`config.mk`:
```
export PLATFORM = sky130hd
export DESIGN_NAME = translation_domain_fault_regs
export DESIGN_NICKNAME = d
export VERILOG_FILES = /design/src/mmu_ctrl_pkg.sv /design/src/translation_domain_fault_regs.sv
export SDC_FILE = /design/constraint.sdc
export NUM_CORES = 1
export LEC_CHECK = 0
export BUFFER_PORTS_ARGS = -buffer_cell sky130_fd_sc_hd__clkbuf_2
export CELL_PAD_IN_SITES_DETAIL_PLACEMENT = 1
export CELL_PAD_IN_SITES_GLOBAL_PLACEMENT = 1
export CORE_MARGIN = 2
export CORE_UTILIZATION = 40
export DETAILED_ROUTE_END_ITERATION = 12
export GPL_TIMING_DRIVEN = 0
export MAX_ROUTING_LAYER = met4
export PLACE_DENSITY_LB_ADDON = 0.1
export SLEW_MARGIN = 20
export SYNTH_ARGS = -nofsm -noshare
export SYNTH_HDL_FRONTEND = slang
export SYNTH_SLANG_ARGS = --single-unit
```
`constraint.sdc`:
```
create_clock -name core_clk -period 5.7 [get_ports core_clk]
set_clock_uncertainty 0.1 [all_clocks]
set_input_delay 1.425 -clock core_clk [delete_from_list [all_inputs] [get_ports core_clk]]
set_output_delay 1.425 -clock core_clk [all_outputs]
set_load 0.005 [all_outputs]
```
`src/mmu_ctrl_pkg.sv`:
```
`default_nettype none

package mmu_ctrl_pkg;

    // Primary coprocessor register numbers.
    localparam logic [3:0] PRIM_BASE    = 4'h2;
    localparam logic [3:0] PRIM_DOMAIN  = 4'h3;
    localparam logic [3:0] PRIM_FAULT   = 4'h5;
    // Secondary opcode selectors.
    localparam logic [2:0] OP2_BASE_SEL = 3'h2;
    localparam logic [2:0] OP2_DATA     = 3'h0;
    localparam logic [2:0] OP2_INSTR    = 3'h1;
    localparam logic [2:0] OP2_DOMAIN   = 3'h0;
    localparam logic [3:0] SECOND_ZERO  = 4'h0;

    // Field positions.
    localparam int WIDTH_LSB    = 0;
    localparam int WIDTH_BITS   = 3;
    localparam int QUAL_BIT     = 12;
    localparam int DIR_BIT      = 11;
    localparam int TYPE_HI_BIT  = 10;
    localparam int DOMAIN_LSB   = 4;
    localparam int TYPE_LSB     = 0;

    // Values after reset.
    localparam logic [2:0]  BASE_SEL_RESET = 3'h0;
    localparam logic [31:0] DOMAIN_RESET   = 32'h0000_0000;
    localparam logic [31:0] FAULT_RESET    = 32'h0000_0000;

    // Storable bits of the two fault cause registers.
    localparam logic [31:0] DATA_FAULT_MASK  = 32'h0000_1cff;
    localparam logic [31:0] INSTR_FAULT_MASK = 32'h0000_14ff;

    // Table boundary size for base register 0 at width zero, in bytes.
    localparam logic [14:0] BOUNDARY_BASE = 15'h4000;

    // Domain permission encodings.
    localparam logic [1:0] DOM_NONE     = 2'h0;
    localparam logic [1:0] DOM_CLIENT   = 2'h1;
    localparam logic [1:0] DOM_RESERVED = 2'h2;
    localparam logic [1:0] DOM_MANAGER  = 2'h3;

    typedef struct packed {
        logic       valid;
        logic       write;
        logic       privileged;
        logic [3:0] primReg;
        logic [3:0] secondCoprocReg;
        logic [2:0] opcode2;
        logic [31:0] wdata;
    } coproc_req_type;

    typedef struct packed {
        logic       valid;
        logic       abortQualifier;
        logic       isWrite;
        logic       coprocOp;
        logic [3:0] domain;
        logic [4:0] faultType;
    } fault_event_type;

    typedef struct packed {
        logic       valid;
        logic [31:0] vaddr;
        logic [3:0] domain;
        logic       entryPermOk;
    } walk_req_type;

endpackage

`default_nettype wire

```
`src/translation_domain_fault_regs.sv`:
```
`timescale 1ns/1ps
`default_nettype none

module translation_domain_fault_regs (
    input  wire logic                            core_clk,
    input  wire logic                            rst,
    input  wire mmu_ctrl_pkg::coproc_req_type    coprocReq,
    output logic [31:0]                          coprocRdata,
    output logic                                 coprocUndef,
    input  wire mmu_ctrl_pkg::walk_req_type      walkReq,
    output logic                                 walkUseBase1,
    output logic                                 walkDomainFault,
    output logic                                 walkCheckPerm,
    output logic                                 walkPermFault,
    output logic [14:0]                          base0Boundary,
    input  wire mmu_ctrl_pkg::fault_event_type   dataAbort,
    input  wire mmu_ctrl_pkg::fault_event_type   prefetchAbort
);

    logic [2:0]  baseWidth_r;
    logic [2:0]  baseWidth_nxt;
    logic [31:0] domainFields_r;
    logic [31:0] domainFields_nxt;
    logic [31:0] dataFaultCause_r;
    logic [31:0] dataFaultCause_nxt;
    logic [31:0] instrFaultCause_r;
    logic [31:0] instrFaultCause_nxt;
    logic [31:0] rdata_r;
    logic [31:0] rdata_nxt;
    logic        undef_r;
    logic        undef_nxt;

    logic        selBase;
    logic        selDomain;
    logic        selData;
    logic        selInstr;
    logic        mapped;
    logic        allowed;
    logic [1:0]  walkField;
    logic [31:0] topMask;
    logic [31:0] dataCapture;
    logic [31:0] instrCapture;

    // Coprocessor register decode.
    always_comb begin
        selBase   = 1'b0;
        selDomain = 1'b0;
        selData   = 1'b0;
        selInstr  = 1'b0;
        if (coprocReq.secondCoprocReg != mmu_ctrl_pkg::SECOND_ZERO) begin
            selBase = 1'b0;
        end else if (coprocReq.primReg == mmu_ctrl_pkg::PRIM_BASE
                     && coprocReq.opcode2 == mmu_ctrl_pkg::OP2_BASE_SEL) begin
            selBase = 1'b1;
        end else if (coprocReq.primReg == mmu_ctrl_pkg::PRIM_DOMAIN
                     && coprocReq.opcode2 == mmu_ctrl_pkg::OP2_DOMAIN) begin
            selDomain = 1'b1;
        end else if (coprocReq.primReg == mmu_ctrl_pkg::PRIM_FAULT
                     && coprocReq.opcode2 == mmu_ctrl_pkg::OP2_DATA) begin
            selData = 1'b1;
        end else if (coprocReq.primReg == mmu_ctrl_pkg::PRIM_FAULT
                     && coprocReq.opcode2 == mmu_ctrl_pkg::OP2_INSTR) begin
            selInstr = 1'b1;
        end
    end

    assign mapped  = selBase | selDomain | selData | selInstr;
    assign allowed = coprocReq.valid & mapped & coprocReq.privileged;

    // Fault words assembled from the abort events.
    always_comb begin
        dataCapture = 32'h0000_0000;
        dataCapture[mmu_ctrl_pkg::QUAL_BIT] = dataAbort.abortQualifier;
        dataCapture[mmu_ctrl_pkg::DIR_BIT]  = dataAbort.isWrite | dataAbort.coprocOp;
        dataCapture[mmu_ctrl_pkg::TYPE_HI_BIT] = dataAbort.faultType[4];
        dataCapture[mmu_ctrl_pkg::DOMAIN_LSB +: 4] = dataAbort.domain;
        dataCapture[mmu_ctrl_pkg::TYPE_LSB +: 4] = dataAbort.faultType[3:0];
        instrCapture = 32'h0000_0000;
        instrCapture[mmu_ctrl_pkg::QUAL_BIT] = prefetchAbort.abortQualifier;
        instrCapture[mmu_ctrl_pkg::TYPE_HI_BIT] = prefetchAbort.faultType[4];
        instrCapture[mmu_ctrl_pkg::DOMAIN_LSB +: 4] = prefetchAbort.domain;
        instrCapture[mmu_ctrl_pkg::TYPE_LSB +: 4] = prefetchAbort.faultType[3:0];
    end

    // Register next values; a hardware abort wins over a software write.
    always_comb begin
        baseWidth_nxt       = baseWidth_r;
        domainFields_nxt    = domainFields_r;
        dataFaultCause_nxt  = dataFaultCause_r;
        instrFaultCause_nxt = instrFaultCause_r;
        if (allowed && coprocReq.write) begin
            if (selBase) begin
                baseWidth_nxt = coprocReq.wdata[mmu_ctrl_pkg::WIDTH_LSB +: mmu_ctrl_pkg::WIDTH_BITS];
            end else if (selDomain) begin
                domainFields_nxt = coprocReq.wdata;
            end else if (selData) begin
                dataFaultCause_nxt = coprocReq.wdata & mmu_ctrl_pkg::DATA_FAULT_MASK;
            end else if (selInstr) begin
                instrFaultCause_nxt = coprocReq.wdata & mmu_ctrl_pkg::INSTR_FAULT_MASK;
            end
        end
        if (dataAbort.valid) begin
            dataFaultCause_nxt = dataCapture;
        end
        if (prefetchAbort.valid) begin
            instrFaultCause_nxt = instrCapture;
        end
    end

    // Read data and undefined answer, one cycle after the request.
    always_comb begin
        rdata_nxt = 32'h0000_0000;
        undef_nxt = coprocReq.valid & ~allowed;
        if (allowed && !coprocReq.write) begin
            if (selBase) begin
                rdata_nxt = {29'h0, baseWidth_r};
            end else if (selDomain) begin
                rdata_nxt = domainFields_r;
            end else if (selData) begin
                rdata_nxt = dataFaultCause_r;
            end else if (selInstr) begin
                rdata_nxt = instrFaultCause_r;
            end
        end
    end

    always_ff @(posedge core_clk or posedge rst) begin
        if (rst) begin
            baseWidth_r       <= mmu_ctrl_pkg::BASE_SEL_RESET;
            domainFields_r    <= mmu_ctrl_pkg::DOMAIN_RESET;
            dataFaultCause_r  <= mmu_ctrl_pkg::FAULT_RESET;
            instrFaultCause_r <= mmu_ctrl_pkg::FAULT_RESET;
            rdata_r           <= 32'h0000_0000;
            undef_r           <= 1'b0;
        end else begin
            baseWidth_r       <= baseWidth_nxt;
            domainFields_r    <= domainFields_nxt;
            dataFaultCause_r  <= dataFaultCause_nxt;
            instrFaultCause_r <= instrFaultCause_nxt;
            rdata_r           <= rdata_nxt;
            undef_r           <= undef_nxt;
        end
    end

    assign coprocRdata = rdata_r;
    assign coprocUndef = undef_r;

    // Walk base selection and domain check, combinational on the walk request.
    always_comb begin
        topMask = 32'h0000_0000;
        for (int i = 0; i < 7; i++) begin
            if (i < int'(baseWidth_r)) begin
                topMask[31 - i] = 1'b1;
            end
        end
    end

    assign walkUseBase1 = walkReq.valid && (baseWidth_r != 3'h0)
                          && ((walkReq.vaddr & topMask) != 32'h0000_0000);
    assign base0Boundary = mmu_ctrl_pkg::BOUNDARY_BASE >> baseWidth_r;
    assign walkField = domainFields_r[{walkReq.domain, 1'b0} +: 2];

    always_comb begin
        walkDomainFault = 1'b0;
        walkCheckPerm   = 1'b0;
        case (walkField)
            mmu_ctrl_pkg::DOM_NONE:     walkDomainFault = walkReq.valid;
            mmu_ctrl_pkg::DOM_RESERVED: walkDomainFault = walkReq.valid;
            mmu_ctrl_pkg::DOM_CLIENT:   walkCheckPerm   = walkReq.valid;
            default:                    walkCheckPerm   = 1'b0;
        endcase
    end

    assign walkPermFault = walkCheckPerm & ~walkReq.entryPermOk;

    AST_WIDTH_ZERO_BASE0: assert property (@(posedge core_clk) disable iff (rst)
        (baseWidth_r == 3'h0) |-> !walkUseBase1)
        else $error("walk used base 1 with width zero");
    AST_TOP_BITS_SELECT: assert property (@(posedge core_clk) disable iff (rst)
        (walkReq.valid && baseWidth_r != 3'h0 && walkReq.vaddr[31]) |-> walkUseBase1)
        else $error("top address bit set but base 0 used");
    AST_BOUNDARY: assert property (@(posedge core_clk) disable iff (rst)
        (baseWidth_r == 3'h7) |-> (base0Boundary == 15'h0080))
        else $error("boundary wrong at width seven");
    AST_WIDTH_WRITE: assert property (@(posedge core_clk) disable iff (rst)
        (allowed && coprocReq.write && selBase) |=> (baseWidth_r == $past(coprocReq.wdata[2:0])))
        else $error("width write not stored");
    AST_DOMAIN_FAULT: assert property (@(posedge core_clk) disable iff (rst)
        (walkReq.valid && !walkField[0]) |-> (walkDomainFault && !walkPermFault))
        else $error("domain fault missing");
    AST_MANAGER_NOPERM: assert property (@(posedge core_clk) disable iff (rst)
        (walkField == 2'h3) |-> (!walkPermFault && !walkDomainFault))
        else $error("manager domain faulted");
    AST_DATA_CAPTURE: assert property (@(posedge core_clk) disable iff (rst)
        (dataAbort.valid && dataAbort.coprocOp) |=> dataFaultCause_r[11])
        else $error("coprocessor abort not marked write");
    AST_DOMAIN_CAPTURE: assert property (@(posedge core_clk) disable iff (rst)
        dataAbort.valid |=> (dataFaultCause_r[7:4] == $past(dataAbort.domain)))
        else $error("fault domain not captured");
    AST_ZERO_BITS: assert property (@(posedge core_clk) disable iff (rst)
        (dataFaultCause_r[9:8] == 2'h0) && (instrFaultCause_r[11:8] & 4'hb) == 4'h0)
        else $error("reserved fault bits set");
    AST_USER_REJECT: assert property (@(posedge core_clk) disable iff (rst)
        (coprocReq.valid && !coprocReq.privileged) |=> (coprocUndef && $stable(domainFields_r)))
        else $error("user access not rejected");
    AST_RESET_STATE: assert property (@(posedge core_clk)
        rst |=> (baseWidth_r == mmu_ctrl_pkg::BASE_SEL_RESET
                 && domainFields_r == mmu_ctrl_pkg::DOMAIN_RESET
                 && coprocRdata == 32'h0000_0000 && !coprocUndef))
        else $error("state not cleared by reset");
    AST_BOUNDARY_ZERO: assert property (@(posedge core_clk) disable iff (rst)
        (baseWidth_r == 3'h0) |-> (base0Boundary == 15'h4000))
        else $error("boundary wrong at width zero");
    AST_TOP_ZERO_BASE0: assert property (@(posedge core_clk) disable iff (rst)
        (walkReq.valid && baseWidth_r != 3'h0
         && (walkReq.vaddr >> (6'd32 - {3'h0, baseWidth_r})) == 32'h0) |-> !walkUseBase1)
        else $error("top address bits zero but base 1 used");
    AST_TOP_SET_BASE1: assert property (@(posedge core_clk) disable iff (rst)
        (walkReq.valid && baseWidth_r != 3'h0
         && (walkReq.vaddr >> (6'd32 - {3'h0, baseWidth_r})) != 32'h0) |-> walkUseBase1)
        else $error("top address bits set but base 0 used");
    AST_UPPER_ZERO: assert property (@(posedge core_clk) disable iff (rst)
        (allowed && !coprocReq.write && selBase) |=> (coprocRdata[31:3] == 29'h0))
        else $error("base select upper bits not zero");
    AST_DOMAIN_WRITE: assert property (@(posedge core_clk) disable iff (rst)
        (allowed && coprocReq.write && selDomain) |=> (domainFields_r == $past(coprocReq.wdata)))
        else $error("domain write not stored");
    AST_CLIENT_CHECK: assert property (@(posedge core_clk) disable iff (rst)
        (walkReq.valid && walkField == 2'h1) |->
            (walkCheckPerm && !walkDomainFault && (walkPermFault == !walkReq.entryPermOk)))
        else $error("client domain not checked");
    AST_WALK_IDLE: assert property (@(posedge core_clk) disable iff (rst)
        !walkReq.valid |-> (!walkUseBase1 && !walkDomainFault && !walkCheckPerm && !walkPermFault))
        else $error("walk answer without request");
    AST_DATA_DIR: assert property (@(posedge core_clk) disable iff (rst)
        dataAbort.valid |=> (dataFaultCause_r[11] == $past(dataAbort.isWrite | dataAbort.coprocOp)))
        else $error("data abort direction wrong");
    AST_DATA_QUAL: assert property (@(posedge core_clk) disable iff (rst)
        dataAbort.valid |=> (dataFaultCause_r[12] == $past(dataAbort.abortQualifier)))
        else $error("data abort qualifier wrong");
    AST_DATA_TYPE: assert property (@(posedge core_clk) disable iff (rst)
        dataAbort.valid |=> ({dataFaultCause_r[10], dataFaultCause_r[3:0]} == $past(dataAbort.faultType)))
        else $error("data abort type wrong");
    AST_DATA_SW_WRITE: assert property (@(posedge core_clk) disable iff (rst)
        (allowed && coprocReq.write && selData && !dataAbort.valid) |=>
            (dataFaultCause_r == ($past(coprocReq.wdata) & 32'h0000_1cff)))
        else $error("data cause write not stored");
    AST_DATA_HOLD: assert property (@(posedge core_clk) disable iff (rst)
        (!dataAbort.valid && !(allowed && coprocReq.write && selData)) |=> $stable(dataFaultCause_r))
        else $error("data cause changed without cause");
    AST_DATA_READ: assert property (@(posedge core_clk) disable iff (rst)
        (allowed && !coprocReq.write && selData) |=> (coprocRdata == $past(dataFaultCause_r)))
        else $error("data cause read wrong");
    AST_INSTR_CAPTURE: assert property (@(posedge core_clk) disable iff (rst)
        prefetchAbort.valid |=> (instrFaultCause_r == {19'h0, $past(prefetchAbort.abortQualifier),
            1'b0, $past(prefetchAbort.faultType[4]), 2'h0, $past(prefetchAbort.domain),
            $past(prefetchAbort.faultType[3:0])}))
        else $error("prefetch abort not captured");
    AST_INSTR_SW_WRITE: assert property (@(posedge core_clk) disable iff (rst)
        (allowed && coprocReq.write && selInstr && !prefetchAbort.valid) |=>
            (instrFaultCause_r == ($past(coprocReq.wdata) & 32'h0000_14ff)))
        else $error("instr cause write not stored");
    AST_INSTR_HOLD: assert property (@(posedge core_clk) disable iff (rst)
        (!prefetchAbort.valid && !(allowed && coprocReq.write && selInstr)) |=>
            $stable(instrFaultCause_r))
        else $error("instr cause changed without cause");
    AST_INSTR_READ: assert property (@(posedge core_clk) disable iff (rst)
        (allowed && !coprocReq.write && selInstr) |=> (coprocRdata == $past(instrFaultCause_r)))
        else $error("instr cause read wrong");
    AST_PRIV_ANSWER: assert property (@(posedge core_clk) disable iff (rst)
        (coprocReq.valid && allowed) |=> !coprocUndef)
        else $error("privileged access refused");
    AST_UNMAPPED: assert property (@(posedge core_clk) disable iff (rst)
        (coprocReq.valid && !mapped) |=> (coprocUndef && coprocRdata == 32'h0000_0000))
        else $error("unmapped access not refused");
    AST_USER_KEEP: assert property (@(posedge core_clk) disable iff (rst)
        (coprocReq.valid && !coprocReq.privileged) |=>
            ($stable(baseWidth_r) && coprocRdata == 32'h0000_0000))
        else $error("user access changed state or read data");
    AST_NO_REQ_QUIET: assert property (@(posedge core_clk) disable iff (rst)
        !coprocReq.valid |=> (!coprocUndef && coprocRdata == 32'h0000_0000))
        else $error("answer without request");

    COV_BASE1: cover property (@(posedge core_clk) disable iff (rst) walkUseBase1);
    COV_DOMFAULT: cover property (@(posedge core_clk) disable iff (rst) walkDomainFault);
    COV_DATA_ABORT: cover property (@(posedge core_clk) disable iff (rst) dataAbort.valid);
    COV_UNDEF: cover property (@(posedge core_clk) disable iff (rst) coprocUndef);
    COV_PREFETCH_ABORT: cover property (@(posedge core_clk) disable iff (rst) prefetchAbort.valid);

endmodule // translation_domain_fault_regs

`default_nettype wire

```
==> impl_metrics.sql <==
INSERT INTO impl_metrics (metric_group, metric, value, unit) VALUES
('status', 'run_status', 'finished, final reports clean', ''),
('critical_path', 'rr_endpoint', 'coprocRdata[1]$_DFF_PP0_', ''),
('routing', 'met2_wirelength', '5810', 'um'),
('routing', 'detail_route.wirelength', '11480', 'um'),
('timing', 'fmax', '0.2181', 'GHz'),
('timing', 'final.setup.tns', '0', 'ns'),
('critical_path', 'worst_stage_delay_on_the_critical_path', '0.61', 'ns'),
('cts', 'postCtsSetupBuffers', '0', ''),
('layout', 'final_cell_area', '0.005261', 'sq mm'),
('placement', 'gp_congestion', '0.8443', ''),
('routing', 'drt-pass1-iter-count', '4', ''),
('pwr', 'p_leak', '2.681', 'nW'),
('critical_path', 'crit_path_max_fanout', '7', ''),
('floorplan', 'chipWidth', '106.4', 'um'),
('critical_path', 'crit_path_start_kind', 'primary input', ''),
('floorplan', 'number_of_rows_in_the_core_area', '37', ''),
('global_route', 'total_global_route_track_usage', '0.2203', ''),
('pwr', 'ir_drop', '0.1180', 'mV'),
('worst_hold_path', 'hold_path_startpoint', 'dataFaultCause_r[7]$_DFFE_PP0P_', ''),
('logic_synthesis', 'postSynth.topFlopCell', 'sky130_fd_sc_hd__dfrtp_1', ''),
('pwr', 'cellPowerDensity', '237.4', 'mW/mm^2'),
('placement', 'placement.cell_area', '0.005041', 'sq mm'),
('logic_synthesis', 'synth_edf_count', '0', ''),
('timing', 'timing.final.crit_period', '4.585', 'ns'),
('critical_path', 'crit-reg2reg-launch', 'baseWidth_r[1]$_DFFE_PP0P_', ''),
('routing', 'route.antenna.remaining_nets', '0', ''),
('run', 'maxCapViolations', '0', ''),
('critical_path', 'cp_arrival', '3.06', 'ns'),
('routing', 'routedLengthMet1', '4891', 'um'),
('global_route', 'global_route.overflow_total', '0', ''),
('layout', 'most_common_cell_after_layout_fill_and_taps_aside', 'sky130_fd_sc_hd__clkbuf_2', ''),
('timing', 'layout_setup_ws', '1.115', 'ns'),
('placement', 'dp_worst_setup_slack', '1.092', 'ns'),
('critical_path', 'critical-path-top-delay-family', 'multiplexers', ''),
('routing', 'dr.max_layer_used', 'met4', ''),
('timing', 'report.final.slew_viol_count', '0', ''),
('cts', 'clock_path_buffers', '2', ''),
('critical_path', 'timing.critical_path.from', 'walkReq[1]', ''),
('critical_path', 'end_kind', 'output port', ''),
('critical_path', 'setup.worst_path.class', 'primary input to output port', ''),
('cts', 'worstSkewPairLatency', '0.36', 'ns'),
('critical_path', 'cp_cell_sequence', 'clkbuf_1, mux4_2, mux2i_1, mux2i_1, nor3_1, clkbuf_2', ''),
('critical_path', 'timing.critical_path.mode_cell', 'sky130_fd_sc_hd__mux2i_1', ''),
('critical_path', 'cp_num_buf_inv', '2', ''),
('critical_path', 'cp_data_required_time', '4.18', 'ns'),
('timing', 'grt_setup_unrepaired', 'false', ''),
('timing', 'tightest_slew', '0.7002', 'ns'),
('floorplan', 'coreArea', '0.01023', 'sq mm'),
('floorplan', 'initial_utilization', '0.4096', ''),
('floorplan', 'num_io_pins', '164', ''),
('logic_synthesis', 'number_of_flip_flops_and_latches_in_the_synthesized_netlist', '89', ''),
('layout', 'n_fill_cell', '1152', ''),
('routing', 'routed_wire_length_per_instance', '18.49', 'um'),
('global_route', 'vias_in_the_first_global_route', '3455', ''),
('placement', 'placed_cells_incl_taps', '605', ''),
('routing', 'avgViaCountPerCell', '5.274', ''),
('global_route', 'antenna_found_initial', '0', ''),
('timing', 'timing.final.crit_share', '0.8045', ''),
('global_route', 'grt_max_degree', '49', ''),
('layout', 'total_area_of_multi_input_combinational_cells', '0.001822', 'sq mm'),
('routing', 'drt-initial-drc-count', '129', ''),
('layout', 'nNetsFinal', '592', ''),
('layout', 'drive_gt1_frac', '0.4062', ''),
('logic_synthesis', 'sequential_cell_area_fraction_in_the_yosys_report', '0.5315', ''),
('layout', 'num_antenna_cells', '0', ''),
('placement', 'detailed_place_hpwl', '8707', 'um'),
('worst_hold_path', 'hold_path.class', 'register to register', ''),
('routing', 'route.detailed.drc', '0', ''),
('timing', 'timing.hold.ws', '0.4156', 'ns'),
('critical_path', 'regToRegSetupSlack', '4.41', 'ns'),
('routing', 'via_count', '3275', '');
==> Yosys cell counts (all sizes together) (2+ instances only) <==
cell	n	area share
a21oi	12	0.014
a221oi	3	0.0063
a222oi	7	0.017
a22oi	5	0.0090
a31oi	11	0.016
and3	23	0.034
and3b	2	0.0042
buf	13	0.021
clkbuf	18	0.016
dfrtp	89	0.53
inv	2	0.0018
mux2	57	0.15
mux2i	5	0.012
mux4	8	0.043
nand2	6	0.0060
nand2b	4	0.0060
nand4	2	0.0030
nor2	16	0.014
nor2b	11	0.016
nor3	3	0.0036
nor3b	3	0.0054
nor4	3	0.0096
o21ai	12	0.014
o22ai	4	0.0060
or4b	2	0.0057
==> metal layers <==
layer | vias to the layer above | track usage
li1 | 1532 | -
met1 | 1629 | 0.2858
met2 | 105 | 0.3617
met3 | 9 | 0.02636
met4 | 0 | 0.07331
met5 | - | -
==> metrics by stage <==
| stage | utilization | total power [W] |
|---|---|---|
| 3_3_place_gp | 0.4895 | 0.0007790 |
| 2_1_floorplan | - | 0.0007274 |
| 5_1_grt | 0.5142 | 0.001300 |
| 4_1_cts | 0.5142 | 0.001264 |
| 3_5_place_dp | 0.4927 | 0.0007858 |
| 6_report | 0.5142 | 0.001249 |
==> area by class of cell <==
| class | instances | area share |
|---|---|---|
| inverter | 2 | 0.002378 |
| sequential | 89 | 0.4233 |
| timing repair buffer | 126 | 0.1241 |
| clock inverter | 6 | 0.01760 |
| clock buffer | 10 | 0.02426 |
| buffer | 31 | 0.02973 |
| multi-input combinational | 221 | 0.3463 |
| tap | 136 | 0.03234 |
==> logic make-up after synthesis <==
family / share of synthesized area
buf+inv: 0.03911
simple gates: 0.1215
flops: 0.5315
other cells: 0.0008949
mux: 0.2081
compound gates: 0.09884
==> flip-flops by register name, summed over array words and instances, names as in the netlist <==
name	count
coprocUndef	1
coprocRdata	32
domainFields_r	32
instrFaultCause_r	10
dataFaultCause_r	11
baseWidth_r	3
==> how the worst max path moves through the flow <==
stage,cells past startpoint,slack [ns],to
final,6,1.11,walkPermFault
after global routing,6,0.89,walkPermFault
after CTS,6,1.07,walkPermFault
after detailed placement,6,1.09,walkPermFault
after global placement,2,0.74,dataFaultCause_r[5]$_DFFE_PP0P_
after floorplan,5,1.46,walkDomainFault
==> power by group <==
group          internal, W  switching (W)  total [W]
Sequential        0.000648     0.00000901   0.000657
Combinational    0.0000546      0.0000598   0.000114
Clock             0.000249       0.000229   0.000478
(Power assumes the default switching activity.)
